`src/design/crs_pkg.sv`:
```
/*
 * constants, carrier structs and state type of the clock and reset sequencer.
 * assumes a single 40 MHz clk_sys and 32-bit Avalon-MM register access.
 */
package crs_pkg;

   // ---------------------------------------------------------------
   // timing
   // ---------------------------------------------------------------
   localparam int unsigned CLK_PERIOD_PS  = 25000;
   localparam int unsigned RC_SETTLE_US   = 100;
   localparam int unsigned XTAL_STAB_US   = 2500;
   localparam int unsigned RC_SETTLE_CYC  = (RC_SETTLE_US * 1000000 + CLK_PERIOD_PS - 1) / CLK_PERIOD_PS;
   localparam int unsigned XTAL_STAB_CYC  = (XTAL_STAB_US * 1000000 + CLK_PERIOD_PS - 1) / CLK_PERIOD_PS;
   localparam int unsigned CNT_W          = 17;

   // ---------------------------------------------------------------
   // register map (byte addresses)
   // ---------------------------------------------------------------
   localparam logic [3:0] ADDR_CTRL   = 4'h0;
   localparam logic [3:0] ADDR_STATUS = 4'h4;
   localparam logic [3:0] ADDR_CAL    = 4'h8;

   // ctrl fields
   localparam int unsigned CTRL_SW_RST  = 0;
   localparam int unsigned CTRL_RST_OUT = 1;
   localparam int unsigned CTRL_CLK_X2  = 2;
   localparam int unsigned CTRL_BOD_RST = 3;
   localparam int unsigned CTRL_BOD_IRQ = 4;
   localparam int unsigned CTRL_THR_LSB = 5;

   // status fields
   localparam int unsigned STAT_CAUSE_LSB = 0;
   localparam int unsigned STAT_STATE_LSB = 4;
   localparam int unsigned STAT_BOD_LOW   = 6;

   // cause bit positions
   localparam int unsigned CAUSE_POR = 0;
   localparam int unsigned CAUSE_EXT = 1;
   localparam int unsigned CAUSE_SW  = 2;
   localparam int unsigned CAUSE_BOD = 3;

   localparam int unsigned CAL_W = 16;

   // reset values
   localparam logic [31:0] RESET_VEC     = 32'h0000_0100;
   localparam logic [1:0]  BOD_THR_RST   = 2'h0;
   localparam logic [3:0]  CAUSE_RST     = 4'h1;
   localparam logic [CAL_W-1:0] CAL_RST  = 16'h0000;

   // ---------------------------------------------------------------
   // types
   // ---------------------------------------------------------------
   typedef enum logic [1:0] {
      BOD_2V1,
      BOD_2V4,
      BOD_2V5,
      BOD_2V6
   } crs_bod_thr_t;

   typedef enum logic [1:0] {
      ST_HOLD,
      ST_RC,
      ST_XTAL,
      ST_RUN
   } crs_fsm_t;

   typedef struct packed {
      logic        read;
      logic        write;
      logic [3:0]  address;
      logic [31:0] writedata;
   } crs_avm_req_t;

   typedef struct packed {
      logic        waitrequest;
      logic [31:0] readdata;
   } crs_avm_rsp_t;

   typedef struct packed {
      crs_fsm_t          fsm;
      logic [CNT_W-1:0]  cnt;
      logic              rst_out_en;
      logic              clk_x2;
      logic              bod_rst_en;
      logic              bod_irq_en;
      crs_bod_thr_t      bod_thr;
      logic [CAL_W-1:0]  cal;
      logic [3:0]        cause;
      logic              por_drive;
      logic              sw_drive;
      logic              bod_prev;
      logic              waitreq;
      logic [31:0]       rdata;
      logic              line_oe;
      logic              core_rst_b;
      logic              rc_clk_sel;
      logic              xtal_en;
      logic              logic_pwr;
      logic              xtal_ref;
      logic              cpu_x2;
      logic              bod_on;
      logic              bod_irq;
      logic [31:0]       vec;
   } crs_state_t;

endpackage : crs_pkg

```
`src/design/crs_top.sv`:
```
/*
 * clock and reset sequencer: merges the reset sources, runs the oscillator
 * start-up sequence, drives the shared open-drain reset line and hosts the
 * brown-out and clock option registers on an Avalon-MM slave.
 * assumes synchronous inputs and a testbench that resolves the shared line.
 */
// Implementation choices: the placing of the registers and the Avalon-MM slave port.
`timescale 1ns/1ps

//
// Notes on behaviour
// - let the slow oscillator settle 100us before enabling crystal and logic power
// - hold core logic in reset for the crystal stabilisation wait of 2.5ms
// - after the crystal is stable release internal reset so the processor runs
// - processor starts at reset vector 0x100 after any reset
// - exactly four reset sources: power-on, external line, software, brown-out
// - power-on reset held while supply low, then full stabilisation wait
// - drive the shared reset line low while the power-on reset is active
// - stay in reset while the external line is low; sequence starts on release
// - reset line is open-drain: only pull low or release, never drive high
// - a software request causes a full system reset at any time
// - software reset drives the line only if reset-output enabled; default off
// - brown-out detector works while awake or in processor doze
// - when enabled a brown-out dip below threshold causes a chip reset
// - when enabled brown-out crossings in either direction raise an interrupt
// - brown-out threshold selectable among 2.1V, 2.4V, 2.5V, 2.6V
// - logic runs from the slow clock during reset; it also times sleep
// - crystal 16MHz clock is the reference for processor and peripherals
// - processor, RAM and ROM clock can be switched to the doubled 32MHz clock
// - sleep timing accepts a software calibration factor against the crystal
module crs_top
   import crs_pkg::*;
#(
   parameter int unsigned XTAL_CYC = XTAL_STAB_CYC
) (
   // clock and reset
   input  wire logic              clk_sys,
   input  wire logic              rst_b,
   // register bus
   input  wire crs_avm_req_t      avm_req,
   output      crs_avm_rsp_t      avm_rsp,
   // analog detectors and processor state
   input  wire logic              supply_low,
   input  wire logic              bod_below,
   input  wire logic              cpu_awake,
   input  wire logic              cpu_doze,
   // shared open-drain reset line
   input  wire logic              system_reset_line_in,
   output      logic              system_reset_line_out,
   output      logic              system_reset_line_oe,
   // clock and power controls
   output      logic              core_rst_b,
   output      logic              rc_clk_sel,
   output      logic              xtal_en,
   output      logic              logic_pwr_en,
   output      logic              xtal_ref_en,
   output      logic              cpu_clk_x2,
   output      logic [31:0]       reset_vector,
   // brown-out
   output      logic              bod_enable,
   output      logic [1:0]        bod_threshold,
   output      logic              bod_irq,
   // sleep timer calibration
   output      logic [CAL_W-1:0]  sleep_cal
);

   localparam logic [CNT_W-1:0] RC_LAST   = CNT_W'(RC_SETTLE_CYC - 1);
   localparam logic [CNT_W-1:0] XTAL_LAST = CNT_W'(XTAL_CYC - 1);

   localparam crs_state_t ST_RESET = '{
      fsm        : ST_HOLD,
      bod_thr    : crs_bod_thr_t'(BOD_THR_RST),
      cal        : CAL_RST,
      cause      : CAUSE_RST,
      por_drive  : 1'b1,
      waitreq    : 1'b1,
      line_oe    : 1'b1,
      rc_clk_sel : 1'b1,
      vec        : RESET_VEC,
      default    : '0
   };

   crs_state_t st_r;
   crs_state_t st_nxt;

   // ---------------------------------------------------------------
   // next state
   // ---------------------------------------------------------------
   always_comb begin
      logic       acc;
      logic       wr_ctrl;
      logic [3:0] src;
      logic       bod_fall;
      logic       bod_rise;
      acc      = avm_req.read | avm_req.write;
      wr_ctrl  = 1'b0;
      src      = 4'h0;
      bod_fall = 1'b0;
      bod_rise = 1'b0;
      st_nxt   = st_r;

      // brown-out edges
      st_nxt.bod_prev = bod_below;
      bod_fall = bod_below & ~st_r.bod_prev;
      bod_rise = ~bod_below & st_r.bod_prev;
      st_nxt.bod_irq = st_r.bod_on & st_r.bod_irq_en & (bod_fall | bod_rise);

      // bus slave: one cycle of waitrequest high, then one cycle low
      st_nxt.waitreq = 1'b1;
      if (acc && st_r.waitreq) begin
         st_nxt.waitreq = 1'b0;
         st_nxt.rdata   = 32'h0000_0000;
         if (avm_req.read) begin
            unique case (avm_req.address)
               ADDR_CTRL: begin
                  st_nxt.rdata[CTRL_RST_OUT]       = st_r.rst_out_en;
                  st_nxt.rdata[CTRL_CLK_X2]        = st_r.clk_x2;
                  st_nxt.rdata[CTRL_BOD_RST]       = st_r.bod_rst_en;
                  st_nxt.rdata[CTRL_BOD_IRQ]       = st_r.bod_irq_en;
                  st_nxt.rdata[CTRL_THR_LSB +: 2]  = st_r.bod_thr;
               end
               ADDR_STATUS: begin
                  st_nxt.rdata[STAT_CAUSE_LSB +: 4] = st_r.cause;
                  st_nxt.rdata[STAT_STATE_LSB +: 2] = st_r.fsm;
                  st_nxt.rdata[STAT_BOD_LOW]        = bod_below;
               end
               ADDR_CAL:
                  st_nxt.rdata[CAL_W-1:0] = st_r.cal;
               default: ;
            endcase
         end
      end

      // a write lands only at the edge where waitrequest is seen low
      if (avm_req.write && !st_r.waitreq) begin
         unique case (avm_req.address)
            ADDR_CTRL: begin
               wr_ctrl           = 1'b1;
               st_nxt.rst_out_en = avm_req.writedata[CTRL_RST_OUT];
               st_nxt.clk_x2     = avm_req.writedata[CTRL_CLK_X2];
               st_nxt.bod_rst_en = avm_req.writedata[CTRL_BOD_RST];
               st_nxt.bod_irq_en = avm_req.writedata[CTRL_BOD_IRQ];
               st_nxt.bod_thr    = crs_bod_thr_t'(avm_req.writedata[CTRL_THR_LSB +: 2]);
            end
            ADDR_STATUS:
               st_nxt.cause = st_r.cause & ~avm_req.writedata[STAT_CAUSE_LSB +: 4];
            ADDR_CAL:
               st_nxt.cal = avm_req.writedata[CAL_W-1:0];
            default: ;
         endcase
      end

      // the four reset sources
      src[CAUSE_POR] = supply_low;
      src[CAUSE_EXT] = ~system_reset_line_in & ~st_r.line_oe;
      src[CAUSE_SW]  = wr_ctrl & avm_req.writedata[CTRL_SW_RST];
      src[CAUSE_BOD] = st_r.bod_on & st_r.bod_rst_en & bod_fall;

      if (|src) begin
         st_nxt.fsm   = ST_HOLD;
         st_nxt.cnt   = '0;
         st_nxt.cause = st_nxt.cause | src;
         if (src[CAUSE_POR]) begin
            st_nxt.por_drive = 1'b1;
         end
         if (src[CAUSE_SW] && st_r.rst_out_en) begin
            st_nxt.sw_drive = 1'b1;
         end
         // full reset returns the options to their defaults
         st_nxt.rst_out_en = 1'b0;
         st_nxt.clk_x2     = 1'b0;
         st_nxt.bod_rst_en = 1'b0;
         st_nxt.bod_irq_en = 1'b0;
         st_nxt.bod_thr    = crs_bod_thr_t'(BOD_THR_RST);
         st_nxt.bod_irq    = 1'b0;
      end else begin
         unique case (st_r.fsm)
            ST_HOLD: begin
               st_nxt.fsm = ST_RC;
               st_nxt.cnt = '0;
            end
            ST_RC: begin
               st_nxt.cnt = st_r.cnt + 1'b1;
               if (st_r.cnt == RC_LAST) begin
                  st_nxt.fsm = ST_XTAL;
                  st_nxt.cnt = '0;
               end
            end
            ST_XTAL: begin
               st_nxt.cnt = st_r.cnt + 1'b1;
               if (st_r.cnt == XTAL_LAST) begin
                  st_nxt.fsm       = ST_RUN;
                  st_nxt.cnt       = '0;
                  st_nxt.por_drive = 1'b0;
                  st_nxt.sw_drive  = 1'b0;
               end
            end
            ST_RUN: ;
         endcase
      end

      // outputs follow the next sequencer state
      st_nxt.line_oe    = st_nxt.por_drive | st_nxt.sw_drive;
      st_nxt.xtal_en    = (st_nxt.fsm == ST_XTAL) || (st_nxt.fsm == ST_RUN);
      st_nxt.logic_pwr  = st_nxt.xtal_en;
      st_nxt.core_rst_b = (st_nxt.fsm == ST_RUN);
      st_nxt.rc_clk_sel = (st_nxt.fsm != ST_RUN);
      st_nxt.xtal_ref   = (st_nxt.fsm == ST_RUN);
      st_nxt.cpu_x2     = st_nxt.core_rst_b & st_nxt.clk_x2;
      st_nxt.bod_on     = st_nxt.core_rst_b & (cpu_awake | cpu_doze);
      st_nxt.vec        = RESET_VEC;
   end

   // ---------------------------------------------------------------
   // state register
   // ---------------------------------------------------------------
   always_ff @(posedge clk_sys or negedge rst_b) begin
      if (!rst_b) begin
         st_r <= ST_RESET;
      end else begin
         st_r <= st_nxt;
      end
   end

   // ---------------------------------------------------------------
   // outputs
   // ---------------------------------------------------------------
   assign avm_rsp.waitrequest   = st_r.waitreq;
   assign avm_rsp.readdata      = st_r.rdata;
   assign system_reset_line_out = 1'b0;
   assign system_reset_line_oe  = st_r.line_oe;
   assign core_rst_b            = st_r.core_rst_b;
   assign rc_clk_sel            = st_r.rc_clk_sel;
   assign xtal_en               = st_r.xtal_en;
   assign logic_pwr_en          = st_r.logic_pwr;
   assign xtal_ref_en           = st_r.xtal_ref;
   assign cpu_clk_x2            = st_r.cpu_x2;
   assign reset_vector          = st_r.vec;
   assign bod_enable            = st_r.bod_on;
   assign bod_threshold         = st_r.bod_thr;
   assign bod_irq               = st_r.bod_irq;
   assign sleep_cal             = st_r.cal;

endmodule : crs_top

```
`config.mk`:
```
export PLATFORM = sky130hd
export DESIGN_NAME = crs_top
export DESIGN_NICKNAME = d
export VERILOG_FILES = /design/src/design/crs_pkg.sv /design/src/design/crs_top.sv
export SDC_FILE = /design/constraint.sdc
export NUM_CORES = 1
export LEC_CHECK = 0
export BUFFER_PORTS_ARGS = -buffer_cell sky130_fd_sc_hd__buf_4
export CAP_MARGIN = 40
export CORE_MARGIN = 4
export CORE_UTILIZATION = 52
export CTS_BUF_LIST = sky130_fd_sc_hd__clkbuf_8
export DETAILED_ROUTE_END_ITERATION = 12
export GPL_ROUTABILITY_DRIVEN = 0
export PLACE_DENSITY = 0.82
export SLEW_MARGIN = 25
export SYNTH_ARGS = -nofsm -noshare
export SYNTH_HDL_FRONTEND = slang
export SYNTH_SLANG_ARGS = --single-unit
```
`constraint.sdc`:
```
create_clock -name clk_sys -period 3.2 [get_ports clk_sys]
set_clock_uncertainty 0.1 [all_clocks]
set_input_delay 0 -clock clk_sys [delete_from_list [all_inputs] [get_ports clk_sys]]
set_output_delay 0 -clock clk_sys [all_outputs]
set_load 0.02 [all_outputs]
```
-- After elaboration in Yosys (flattened, before gate mapping)
Index checks and enable logic that the tools add are counted.
- $lt $le $gt $ge: 0
- bitwise gates (word level): 21
- reductions and logical operators: 13
- $add $sub $neg: 1
- equality and inequality tests: 9
- muxes and demuxes: 23
- div/mod/pow operators: 0
- multipliers: 0
- shifts and indexed selects: 0
- operators by type and width (operator ; count):
    $mux W19 ; 3
    $pmux W19 S3 ; 1
    $mux W33 ; 1
    $mux W16 ; 2
    $mux W26 ; 1
    $pmux W6 S3 ; 1
    $add A17 B1 Y17 const B ; 1
    $eq A17 B12 Y1 const B ; 1
    $eq A17 B17 Y1 const B ; 1
    $mux W6 ; 2
    $and A1 B1 Y1 ; 10
    $mux W9 ; 1
    $mux W4 ; 2
    $eq A2 B2 Y1 const B ; 3
    $mux W2 ; 3
    $mux W1 ; 5
    $and A4 B4 Y4 ; 1
    $eq A4 B3 Y1 const B ; 1
    $eq A4 B4 Y1 const B ; 1
    $logic_not A4 Y1 ; 1
    $not A1 Y1 ; 4
    $not A4 Y4 ; 1
    $or A1 B1 Y1 ; 4
    $or A4 B4 Y4 ; 1
    11 further kinds ; 15
- flip-flop bits (word level): 72
- latch bits: 0
- output and inout port bits: 93
- input bits: 45
- memories: 0
- bits in read-only memories: 0
- bits in writable memories: 0

-- Logic depth before layout (Yosys ltp)
Gate-level depths: netlist of the first run.
- depth after elaboration: 8
- gate-level depth with buffers: 9
- depth with buffers taken out: 7

-- Worst setup path before layout of the first run
Ideal clock, no wire load.
- path type: register -> register
- start: register st_r[115] (netlist bit)
- end: register st_r[116] (netlist bit)
- path buffers: 1
- setup time: 130 ps
- arrival time: 2225 ps
- path slack: 744 ps
- cell stages (with the launch flop): 7
- clock period less this slack: 2456 ps
- path through: dfrtp_1 > or4b_1 > or4_4 > o41a_4 > buf_6 > o211ai_1 > nand3_1
- word-level cells in the longest chain between the ends: 4
- elaborated cells on any way between the ends: 7
- those cells by class: add/sub: 1; eq/ne: 2; mux: 4
- ends and longest elaborated chain (item ; line ; text):
    start, declared ; crs_top.sv:83 ; crs_state_t st_r;
    start signal, assigned ; crs_top.sv:221 ; st_r <= st_nxt;
    $add A17 B1 Y17 (tied with other cells) ; crs_top.sv:183, crs_top.sv:190 ;
    $mux W19 (on tied branches) ; crs_top.sv:191, crs_top.sv:184 ;
    $pmux W19 S3 (*) ; crs_top.sv:177 ; unique case (st_r.fsm)
    $mux W19 (*) ; crs_top.sv:159 ; if (|src) begin
Mark *: on every way between the ends. The rest lies on a longest branch, timed or not.
A chain may end at the register's enable or synchronous reset.

-- Worst setup path in the final report of the first run
- start: register st_r[115] (netlist bit)
- end: register st_r[106] (netlist bit)
- word-level cells in the longest chain between the ends: 4
- elaborated cells on any way between the ends: 6
- those cells by class: eq/ne: 2; mux: 4
- ends and longest elaborated chain (item ; line):
    $eq A17 B17 Y1 or $eq A17 B12 Y1 (tied branches) ; crs_top.sv:191, crs_top.sv:184
    $mux W19 (on tied branches) ; crs_top.sv:191, crs_top.sv:184
    $pmux W19 S3 (*) ; crs_top.sv:177
    $mux W19 (*) ; crs_top.sv:159
Marks and branches as above.

==> results of run 1 <==
## cells in the mapped netlist (2+ instances only)
library cell   n  area share (%)
a21o_1         5            0.93
a21oi_1        4            0.50
a22o_1        21             4.6
and2_1         3            0.47
and3_1         2            0.31
buf_4         86              16
buf_6          2            0.56
clkbuf_1       9            0.84
conb_1         2            0.19
dfrtp_1       67              42
dfstp_2        5             3.3
ha_1           2            0.62
inv_1          7            0.65
mux2_2        16             4.5
mux2i_1        7             1.7
nand2_1       39             3.6
nand2b_1       3            0.47
nand3_1        9             1.1
nand4_1        4            0.62
nor2_1        20             1.9
nor2b_1        6            0.93
nor3_1         8             1.0
nor3b_1        2            0.37
nor4_1         3            0.47
o2111ai_1      2            0.44
o211ai_1       5            0.93
o211ai_2       2            0.62
o21ai_0       14             1.7
o21ai_1        4            0.50
o221ai_2       6             2.2
or2_2          2            0.31
or3_1          3            0.47
or4_1          3            0.56
xnor2_1        3            0.65
## area by class of cell
| cell class | count | share of cell area (%) |
|---|---|---|
| tap | 99 | 2.63 |
| clock buffer | 10 | 2.92 |
| clock inverter | 6 | 1.94 |
| multi-input combinational | 262 | 35.1 |
| sequential | 72 | 38.3 |
| inverter | 7 | 0.557 |
| timing repair buffer | 105 | 18.6 |
## layout by cell type, fill, tap and decap left out, drive strengths merged, types with 2 or more instances in the layout
| master | count |
|---|---|
| buf | 78 |
| dfrtp | 67 |
| conb | 49 |
| nand2 | 39 |
| dlygate4sd3 | 27 |
| a22o | 21 |
| nor2 | 20 |
| o21ai | 19 |
| mux2 | 16 |
| clkbuf | 10 |
| nand3 | 9 |
| nor3 | 8 |
| inv | 8 |
| mux2i | 7 |
| o221ai | 7 |
| o211ai | 7 |
| nor2b | 6 |
| a21o | 5 |
| dfstp | 5 |
| a21oi | 4 |
| nand4 | 4 |
| or4 | 4 |
| and2 | 4 |
| nand2b | 3 |
| or3 | 3 |
| nor4 | 3 |
| xnor2 | 3 |
| clkinvlp | 3 |
| nor3b | 2 |
| and3 | 2 |
| or2 | 2 |
| o2111ai | 2 |
| ha | 2 |
| bufinv | 2 |
## repair_timing
action                    CTS  global route
hold endpoints to repair  102             0
setup buffers               0             0
hold buffers               27             0
## flip-flops by register name (all words and copies together), names as in the netlist
| name | cells |
|---|---|
| avm_rsp | 17 |
| bod_enable | 1 |
| bod_irq | 1 |
| bod_threshold | 2 |
| cpu_clk_x2 | 1 |
| logic_pwr_en | 1 |
| rc_clk_sel | 1 |
| sleep_cal | 16 |
| st_r | 30 |
| system_reset_line_oe | 1 |
| xtal_ref_en | 1 |
## how the worst max path moves through the flow
| stage | slack, ns | start | end |
|---|---|---|---|
| 2_1_floorplan | 0.74 | st_r[115] | st_r[116] |
| 3_3_place_gp | 0.48 | st_r[115] | st_r[114] |
| 3_5_place_dp | 0.40 | st_r[116] | st_r[106] |
| 4_1_cts | 0.38 | st_r[115] | st_r[106] |
| 5_1_grt | 0.25 | st_r[103] | st_r[106] |
| 6_report | 0.39 | st_r[115] | st_r[106] |
## stage by stage
step | total power, mW | worst slack [ns]
final | 2.23 | 0.388
after global routing | 2.33 | 0.248
after CTS | 2.24 | 0.378
after detailed placement | 1.39 | 0.401
after global placement | 1.38 | 0.476
after floorplan | 1.34 | 0.744
## worst max-delay path, cell delays in order, from the launching register on
cell and delay (ns):
dfrtp_1 0.43, or4b_1 0.53, or4_4 0.46, o311a_1 0.63
o21ai_4 0.37, o211ai_1 0.15
## per-layer routing
layer | GRT usage [%] | vias up | share of wire, %
met5 | 0 | - | 0
met4 | 9.60 | 0 | 2.3
met3 | 3.05 | 18 | 5.0
met2 | 35.7 | 104 | 52
met1 | 24.3 | 1475 | 40
li1 | - | 1373 | -
## power breakdown
group          internal (mW)  total, mW  switching (mW)  leakage, nW
combinational          0.165      0.394           0.229         1.17
clock                  0.463      0.820           0.358        0.105
sequential             0.968       1.02          0.0477        0.962
## logic make-up (layout without fill, tap and decap cells)
group | Yosys count | in the layout | synth area share (%)
xor gates and xnor gates | 4 | 4 | 0.871
AOI/OAI and AO/OA | 70 | 70 | 14.6
muxes | 23 | 23 | 6.22
buffers and inverters | 106 | 128 | 18.3
and+or+nand+nor | 114 | 114 | 14.3
adders and majority gates | 2 | 2 | 0.622
DFF | 72 | 72 | 44.9
other | 2 | 49 | 0.187
==> out/summary.json, run 1 <==
{
  "die-width_microns": 96.0,
  "synth.avg_cell_area_sq_um": 10.2,
  "clock_insertion_delay_at_the_later_pin_of_the_skew_report_ns": 0.35,
  "antenna_violating_nets_post_route": 0,
  "placed_area_sq_mm": 0.00422,
  "io_pins": 138,
  "fin_hold_ws_ns": 0.0823,
  "multi_input_comb_area_sq_mm": 0.00165,
  "vias": 2970,
  "dieArea_sq_mm": 0.00921,
  "cts_made_buffers": 9,
  "critical_path_class": "reg -> reg",
  "grt_overflow": 0,
  "clk_pin_slew_ns": 0.08,
  "n_antenna_cell": 0,
  "relSlewSlack_pct": 49.5,
  "fp.coreArea_sq_mm": 0.00737,
  "grt_first_pass_wirelength_microns": 14200,
  "yosysSeqAreaShare_pct": 44.9,
  "synth-main-ff-cell": "dfrtp_1",
  "synth_cell_types": 51,
  "tritoncts_num_sinks": 72,
  "row_count": 31,
  "ys.warnings.count": 0,
  "rsz0062_at_grt": "false",
  "layout-area-overhead-vs-synth_pct": 17.3,
  "min_delay_worst_endpoint": "st_r[77]",
  "numPlacedInstances": 518,
  "worst_pin_slew_ns": 0.758,
  "finalMaxSlewViolations": 0,
  "num-fill-cells": 627,
  "maximum_number_of_pins_on_one_net_before_global_route_repair": 49,
  "cts_tree": "done",
  "max-clock-path-buffers": 2,
  "crit_path_end_kind": "flip-flop",
  "regArea_sq_mm": 0.00181,
  "static-leakage-power_nw": 2.24,
  "min_delay_path_depth": 6,
  "grt_pass1_vias": 2848,
  "final_hold_viol_count": 0,
  "worstHoldPathType": "in -> reg",
  "setup_total_negative_slack_ns": 0,
  "maxClockFrequency_ghz": 0.356,
  "synth_cells": 393,
  "r2r_setup_slack_ns": 0.39,
  "cp_data_arrival_time_ns": 2.93,
  "power.density_mw_per_mm2": 473,
  "cts_resized": 0,
  "io_buffer_count": 72,
  "fin_cells": 561,
  "hold_start": "avm_req[32]",
  "drt_iter0_drc": 117,
  "timing.rr.end": "st_r[106]",
  "worstReg2RegStart": "st_r[115]",
  "max_cap_viol_count": 0,
  "highest_net_fanout_along_the_worst_path": 14,
  "drcViolationCount": 0,
  "critPathRequiredTime_ns": 3.32,
  "synthesis.area_sq_mm": 0.00402,
  "grt_antenna_before_repair": 0,
  "avgRoutedWirePerCell_microns": 15.8,
  "drt_wl_total_microns": 8890,
  "final_layout_size_suffix_gt1_share_pct": 27.9,
  "ys_async_sr_fraction_pct": 100,
  "synth_edf_count": 0,
  "count_of_nets_after_finishing": 504,
  "final_core_util_pct": 64.0,
  "setup_violations": 0,
  "fin_crit_sh_pct": 87.9,
  "dp_hpwl_microns": 6100,
  "critical_path.startpoint_type": "flip-flop",
  "final_area_sq_mm": 0.00472,
  "worst_supply_voltage_drop_on_vdd_mv": 0.220,
  "r2r.worst_path.cells": 5,
  "grt_util_all_layers_pct": 20.3,
  "outcome": "finished, final reports clean",
  "timing.final.crit_period_ns": 2.81,
  "floorplan.die.height_microns": 96.0,
  "dr.pass1.iters": 4,
  "cts-root-buf": "clkbuf_8",
  "htree_num_levels": 3,
  "floorplan.initialDensity_pct": 54.6,
  "ys_ff_latch": 72,
  "vias_per_cell": 5.29
}
(Power assumes the default switching activity.)
==> run 2, diff against run 1 <==
--- a/config.mk
+++ b/config.mk
@@ -7,13 +7,14 @@
 export LEC_CHECK = 0
 export BUFFER_PORTS_ARGS = -buffer_cell sky130_fd_sc_hd__buf_4
 export CAP_MARGIN = 40
+export CORE_ASPECT_RATIO = 1.2
 export CORE_MARGIN = 4
 export CORE_UTILIZATION = 52
 export CTS_BUF_LIST = sky130_fd_sc_hd__clkbuf_8
 export DETAILED_ROUTE_END_ITERATION = 12
 export GPL_ROUTABILITY_DRIVEN = 0
+export MAX_ROUTING_LAYER = met4
 export PLACE_DENSITY = 0.82
-export SLEW_MARGIN = 25
 export SYNTH_ARGS = -nofsm -noshare
 export SYNTH_HDL_FRONTEND = slang
 export SYNTH_SLANG_ARGS = --single-unit
==> run 2 against run 1 <==
Net effect:
- flip-flop and latch count did not move
- core utilization fell by 1.1 points
- cell count fell by 2.0%
- clock power fell by 13%
- via count fell by 1.4%
- first-iteration DRC count fell by 21%
- total power fell by 5.1%
==> out/summary.json, run 2 (synthesis gave the netlist of run 1 again) <==
{
  "outcome": "finished, final reports clean",
  "final_hold_viol_count": 0,
  "die-width_microns": 88.3,
  "layout-area-overhead-vs-synth_pct": 15.7,
  "drt_iter0_drc": 92,
  "grt_antenna_before_repair": 0,
  "io_buffer_count": 72,
  "cp_cell_sequence": "or4b_1 > or4_4 > o311a_1 > o21ai_4 > o21ai_0",
  "dr.pass1.iters": 4,
  "cts_made_buffers": 9,
  "fp.coreArea_sq_mm": 0.00740,
  "fin_cells": 550,
  "cts_tree": "done",
  "design_power_total_mw": 2.12,
  "dieArea_sq_mm": 0.00921,
  "timing.critical_path.slowest_cell_delay_ns": 0.63,
  "setup_violations": 0,
  "htree_num_levels": 3,
  "floorplan.die.height_microns": 104,
  "cts_resized": 0,
  "timing.final.crit_period_ns": 2.83,
  "floorplan.initialDensity_pct": 54.3,
  "io_pins": 138,
  "grt_first_pass_wirelength_microns": 14400,
  "grt_overflow": 0,
  "worst_pin_slew_ns": 0.781,
  "dp_hpwl_microns": 6270,
  "worst_supply_voltage_drop_on_vdd_mv": 0.294,
  "final_cell_mix": "buf_4 (76), dfrtp_1 (67), conb_1 (49), nand2_1 (39), dlygate4sd3_1 (26)",
  "grt_pass1_vias": 3041,
  "cts-root-buf": "clkbuf_8",
  "count_of_nets_after_finishing": 502,
  "n_antenna_cell": 0,
  "critical_path_class": "reg -> reg",
  "drt_wl_total_microns": 8750,
  "largest_register_ffs": 30,
  "r2r.worst_path.cells": 5,
  "max_flop_register": "st_r",
  "relSlewSlack_pct": 47.8,
  "setup_total_negative_slack_ns": 0,
  "critPathRequiredTime_ns": 3.31,
  "tritoncts_num_sinks": 72,
  "critical_path.startpoint_type": "flip-flop",
  "clock_insertion_delay_at_the_later_pin_of_the_skew_report_ns": 0.35,
  "crit_path_end_kind": "flip-flop",
  "worstHoldPathType": "in -> reg",
  "num-fill-cells": 593,
  "antenna_violating_nets_post_route": 0,
  "crit_path_top_delay_cell": "o311a_1",
  "row_count": 34,
  "numPlacedInstances": 508,
  "max-clock-path-buffers": 2,
  "static-leakage-power_nw": 2.21,
  "grt_util_all_layers_pct": 20.0,
  "cts_setup_buffers": 0,
  "maxClockFrequency_ghz": 0.354,
  "cp_data_arrival_time_ns": 2.94,
  "vias_per_cell": 5.32,
  "final_core_util_pct": 62.9,
  "rsz0062_at_grt": "false",
  "clk_pin_slew_ns": 0.08,
  "min_delay_path_depth": 3,
  "final_layout_size_suffix_gt1_share_pct": 27.6,
  "drcViolationCount": 0,
  "finalMaxSlewViolations": 0,
  "power.density_mw_per_mm2": 455,
  "fin_crit_sh_pct": 88.3,
  "avgRoutedWirePerCell_microns": 15.9,
  "vias": 2927,
  "maximum_number_of_pins_on_one_net_before_global_route_repair": 68,
  "highest_net_fanout_along_the_worst_path": 14,
  "layout.cells.most_common": "buf_4",
  "max_cap_viol_count": 0
}
## run 2: changes by cell type in the layout (fill, tap and decap cells not counted), sizes merged
| cell | previous run | this run |
|---|---|---|
| clkinvlp | 3 | 4 |
| inv | 8 | 9 |
| dlygate4sd3 | 27 | 26 |
| buf | 78 | 77 |
| bufinv | 2 | 1 |
| clkbuf | 10 | 9 |
## run 2: worst max-delay path, delay by kind of cell (launching register included)
family | cells | cell delay, ns
and+or+nand+nor | 2 | 1.00
DFF | 1 | 0.44
AOI/OAI and AO/OA | 3 | 1.14
## run 2: area by class of cell
type | instances | area [sq um] | share of cell area [%]
inverter | 7 | 26.3 | 0.564
clock buffer | 9 | 124 | 2.66
tap | 90 | 113 | 2.42
clock inverter | 7 | 72.6 | 1.56
sequential | 72 | 1810 | 38.8
timing repair buffer | 103 | 858 | 18.4
multi-input combinational | 262 | 1650 | 35.5
## run 2: through the flow
stage	setup slack (ns)	hold slack (ns)	area [sq um]
2_1_floorplan	0.744	-0.396	4200
3_3_place_gp	0.447	0.0414	4160
3_5_place_dp	0.399	-0.273	4200
4_1_cts	0.390	0.0233	4660
5_1_grt	0.235	0.0322	4660
6_report	0.373	0.0515	4660
## run 2: worst paths after layout
path / from / endpoint / slack, ns
worst min-delay path: avm_req[36] / avm_rsp[32] / 0.05
min in group asynchronous: rst_b / sleep_cal[1] / 0.10
worst max-delay path: st_r[116] / st_r[113] / 0.37
worst max register to register: st_r[116] / st_r[113] / 0.37
max in group asynchronous: rst_b / st_r[104] / 2.29
worst min register to register: st_r[80] / st_r[80] / 0.39
## run 2: routing by layer
layer	wire, microns	vias to the layer above	track usage (%)
met5	0	-	-
met4	153	0	6.26
met3	544	15	3.80
met2	4660	108	35.1
met1	3390	1438	22.6
li1	-	1366	-
## run 2: repair_timing
item	in CTS	in global routing
hold buffers	26	0
hold endpoints to repair	108	0
setup endpoints to repair	0	0
## run 2: power by group
part           internal [mW]  leakage [nW]  total, mW  switching [mW]
registers              0.968         0.962       1.02          0.0475
logic                  0.163          1.16      0.388           0.225
clock network          0.359        0.0893      0.713           0.353
==> run 3, diff against run 2 <==
--- a/config.mk
+++ b/config.mk
@@ -8,7 +8,7 @@
 export BUFFER_PORTS_ARGS = -buffer_cell sky130_fd_sc_hd__buf_4
 export CAP_MARGIN = 40
 export CORE_ASPECT_RATIO = 1.2
-export CORE_MARGIN = 4
+export CORE_MARGIN = 2
 export CORE_UTILIZATION = 52
 export CTS_BUF_LIST = sky130_fd_sc_hd__clkbuf_8
 export DETAILED_ROUTE_END_ITERATION = 12
==> run 3 against run 2 <==
Net effect:
- sequential share of layout area down 0.073 points
- setup slack better by 0.036 ns
- via count down 1.5%
- register-to-register slack better by 0.04 ns
- final area up 0.19%
- critical path type unchanged
- highest routed layer unchanged
==> out/summary.json, run 3 (synthesis gave the netlist of run 1 again) <==
{
  "num-fill-cells": 609,
  "vias_per_cell": 5.22,
  "max_cap_viol_count": 0,
  "count_of_nets_after_finishing": 502,
  "floorplan.initialDensity_pct": 53.1,
  "grt_overflow": 0,
  "critPathRequiredTime_ns": 3.32,
  "grt_first_pass_wirelength_microns": 13500,
  "final_cell_mix": "buf_4 (77), dfrtp_1 (67), conb_1 (49), nand2_1 (39), dlygate4sd3_1 (25)",
  "fin_crit_sh_pct": 87.2,
  "regArea_sq_mm": 0.00181,
  "worstHoldPathType": "in -> reg",
  "avgRoutedWirePerCell_microns": 15.0,
  "grt_antenna_before_repair": 0,
  "n_antenna_cell": 0,
  "htree_num_levels": 3,
  "clk_pin_slew_ns": 0.07,
  "rsz0062_at_grt": "false",
  "power.density_mw_per_mm2": 466,
  "dp_hpwl_microns": 5790,
  "multi_input_comb_area_sq_mm": 0.00165,
  "layout-area-overhead-vs-synth_pct": 16.0,
  "worst_pin_slew_ns": 0.752,
  "cts_setup_buffers": 0,
  "finalMaxSlewViolations": 0,
  "io_buffer_count": 72,
  "critical_path_class": "reg -> reg",
  "crit_path_end_kind": "flip-flop",
  "final_hold_viol_count": 0,
  "postCtsHoldBufs": 25,
  "setup_total_negative_slack_ns": 0,
  "maximum_number_of_pins_on_one_net_before_global_route_repair": 39,
  "grt_pass1_vias": 2788,
  "floorplan.die.height_microns": 100,
  "highest_net_fanout_along_the_worst_path": 14,
  "row_count": 35,
  "cts_made_buffers": 9,
  "dieArea_sq_mm": 0.00846,
  "fin_cells": 552,
  "cts_tree": "done",
  "setup_violations": 0,
  "drcViolationCount": 0,
  "timing.final.crit_period_ns": 2.79,
  "final_layout_size_suffix_gt1_share_pct": 27.6,
  "drt_wl_total_microns": 8290,
  "cts-root-buf": "clkbuf_8",
  "vias": 2882,
  "worst_supply_voltage_drop_on_vdd_mv": 0.286,
  "outcome": "finished, final reports clean",
  "cts_resized": 0,
  "largest_register_ffs": 30,
  "max-clock-path-buffers": 2,
  "clock_insertion_delay_at_the_later_pin_of_the_skew_report_ns": 0.35,
  "grt_util_all_layers_pct": 20.6,
  "fp.coreArea_sq_mm": 0.00758,
  "cp_data_arrival_time_ns": 2.91,
  "io_pins": 138,
  "fin_hold_ws_ns": 0.0403,
  "dr.pass1.iters": 4,
  "max_flop_register": "st_r",
  "maxClockFrequency_ghz": 0.358,
  "antenna_violating_nets_post_route": 0,
  "tritoncts_num_sinks": 72,
  "drt_iter0_drc": 101,
  "numPlacedInstances": 511,
  "static-leakage-power_nw": 2.23,
  "die-width_microns": 84.3,
  "layout.cells.most_common": "buf_4",
  "critical_path.startpoint_type": "flip-flop",
  "relSlewSlack_pct": 49.9
}
==> run 3: changes by cell type in the layout (fill, tap and decap cells not counted), sizes merged <==
cell,previous run,this run
buf,77,78
clkinv,0,2
bufinv,1,2
clkinvlp,4,1
dlygate4sd3,26,25
==> run 3: routing by layer <==
layer	part of all wire, %	GRT usage [%]
met4	1.7	6.95
met3	4.8	4.36
met5	0	-
met1	40	24.5
met2	53	34.9
==> run 3: stage by stage <==
step	instance area (sq um)	worst slack (ns)	utilization, %	power (mW)
after detailed placement	4200	0.413	55.5	1.39
after CTS	4660	0.412	61.6	2.18
after global routing	4660	0.295	61.6	2.26
after global placement	4170	0.459	55.1	1.37
after floorplan	4200	0.744	-	1.34
final	4660	0.410	61.6	2.17
==> run 3: worst max-delay path, stage by stage, from the launching register on <==
cell and delay (ns):
dfrtp_1 0.43, or4b_1 0.52, or4_4 0.46, o311a_1 0.63
o21ai_4 0.38, o21ai_0 0.14
==> run 3: worst paths after layout <==
kind | endpoint | cells past startpoint | from | slack, ns
max reg2reg | st_r[117] | 5 | st_r[115] | 0.41
max | st_r[117] | 5 | st_r[115] | 0.41
max in group asynchronous | avm_rsp[32] | 3 | rst_b | 2.34
min reg2reg | st_r[75] | 1 | st_r[75] | 0.38
min | avm_rsp[32] | 3 | avm_req[36] | 0.04
min in group asynchronous | st_r[107] | 2 | rst_b | 0.05
==> run 3: layout make-up <==
class	instances	area share [%]
Sequential cell	72	38.8
Multi-Input combinational cell	262	35.5
Timing Repair Buffer	103	18.2
Clock buffer	9	2.66
Tap cell	92	2.47
Clock inverter	7	1.90
Inverter	7	0.563
==> run 3: report_power, final <==
part	switching [mW]	internal, mW	total [mW]
combinational	0.223	0.162	0.385
sequential	0.0458	0.969	1.01
clock	0.339	0.433	0.772
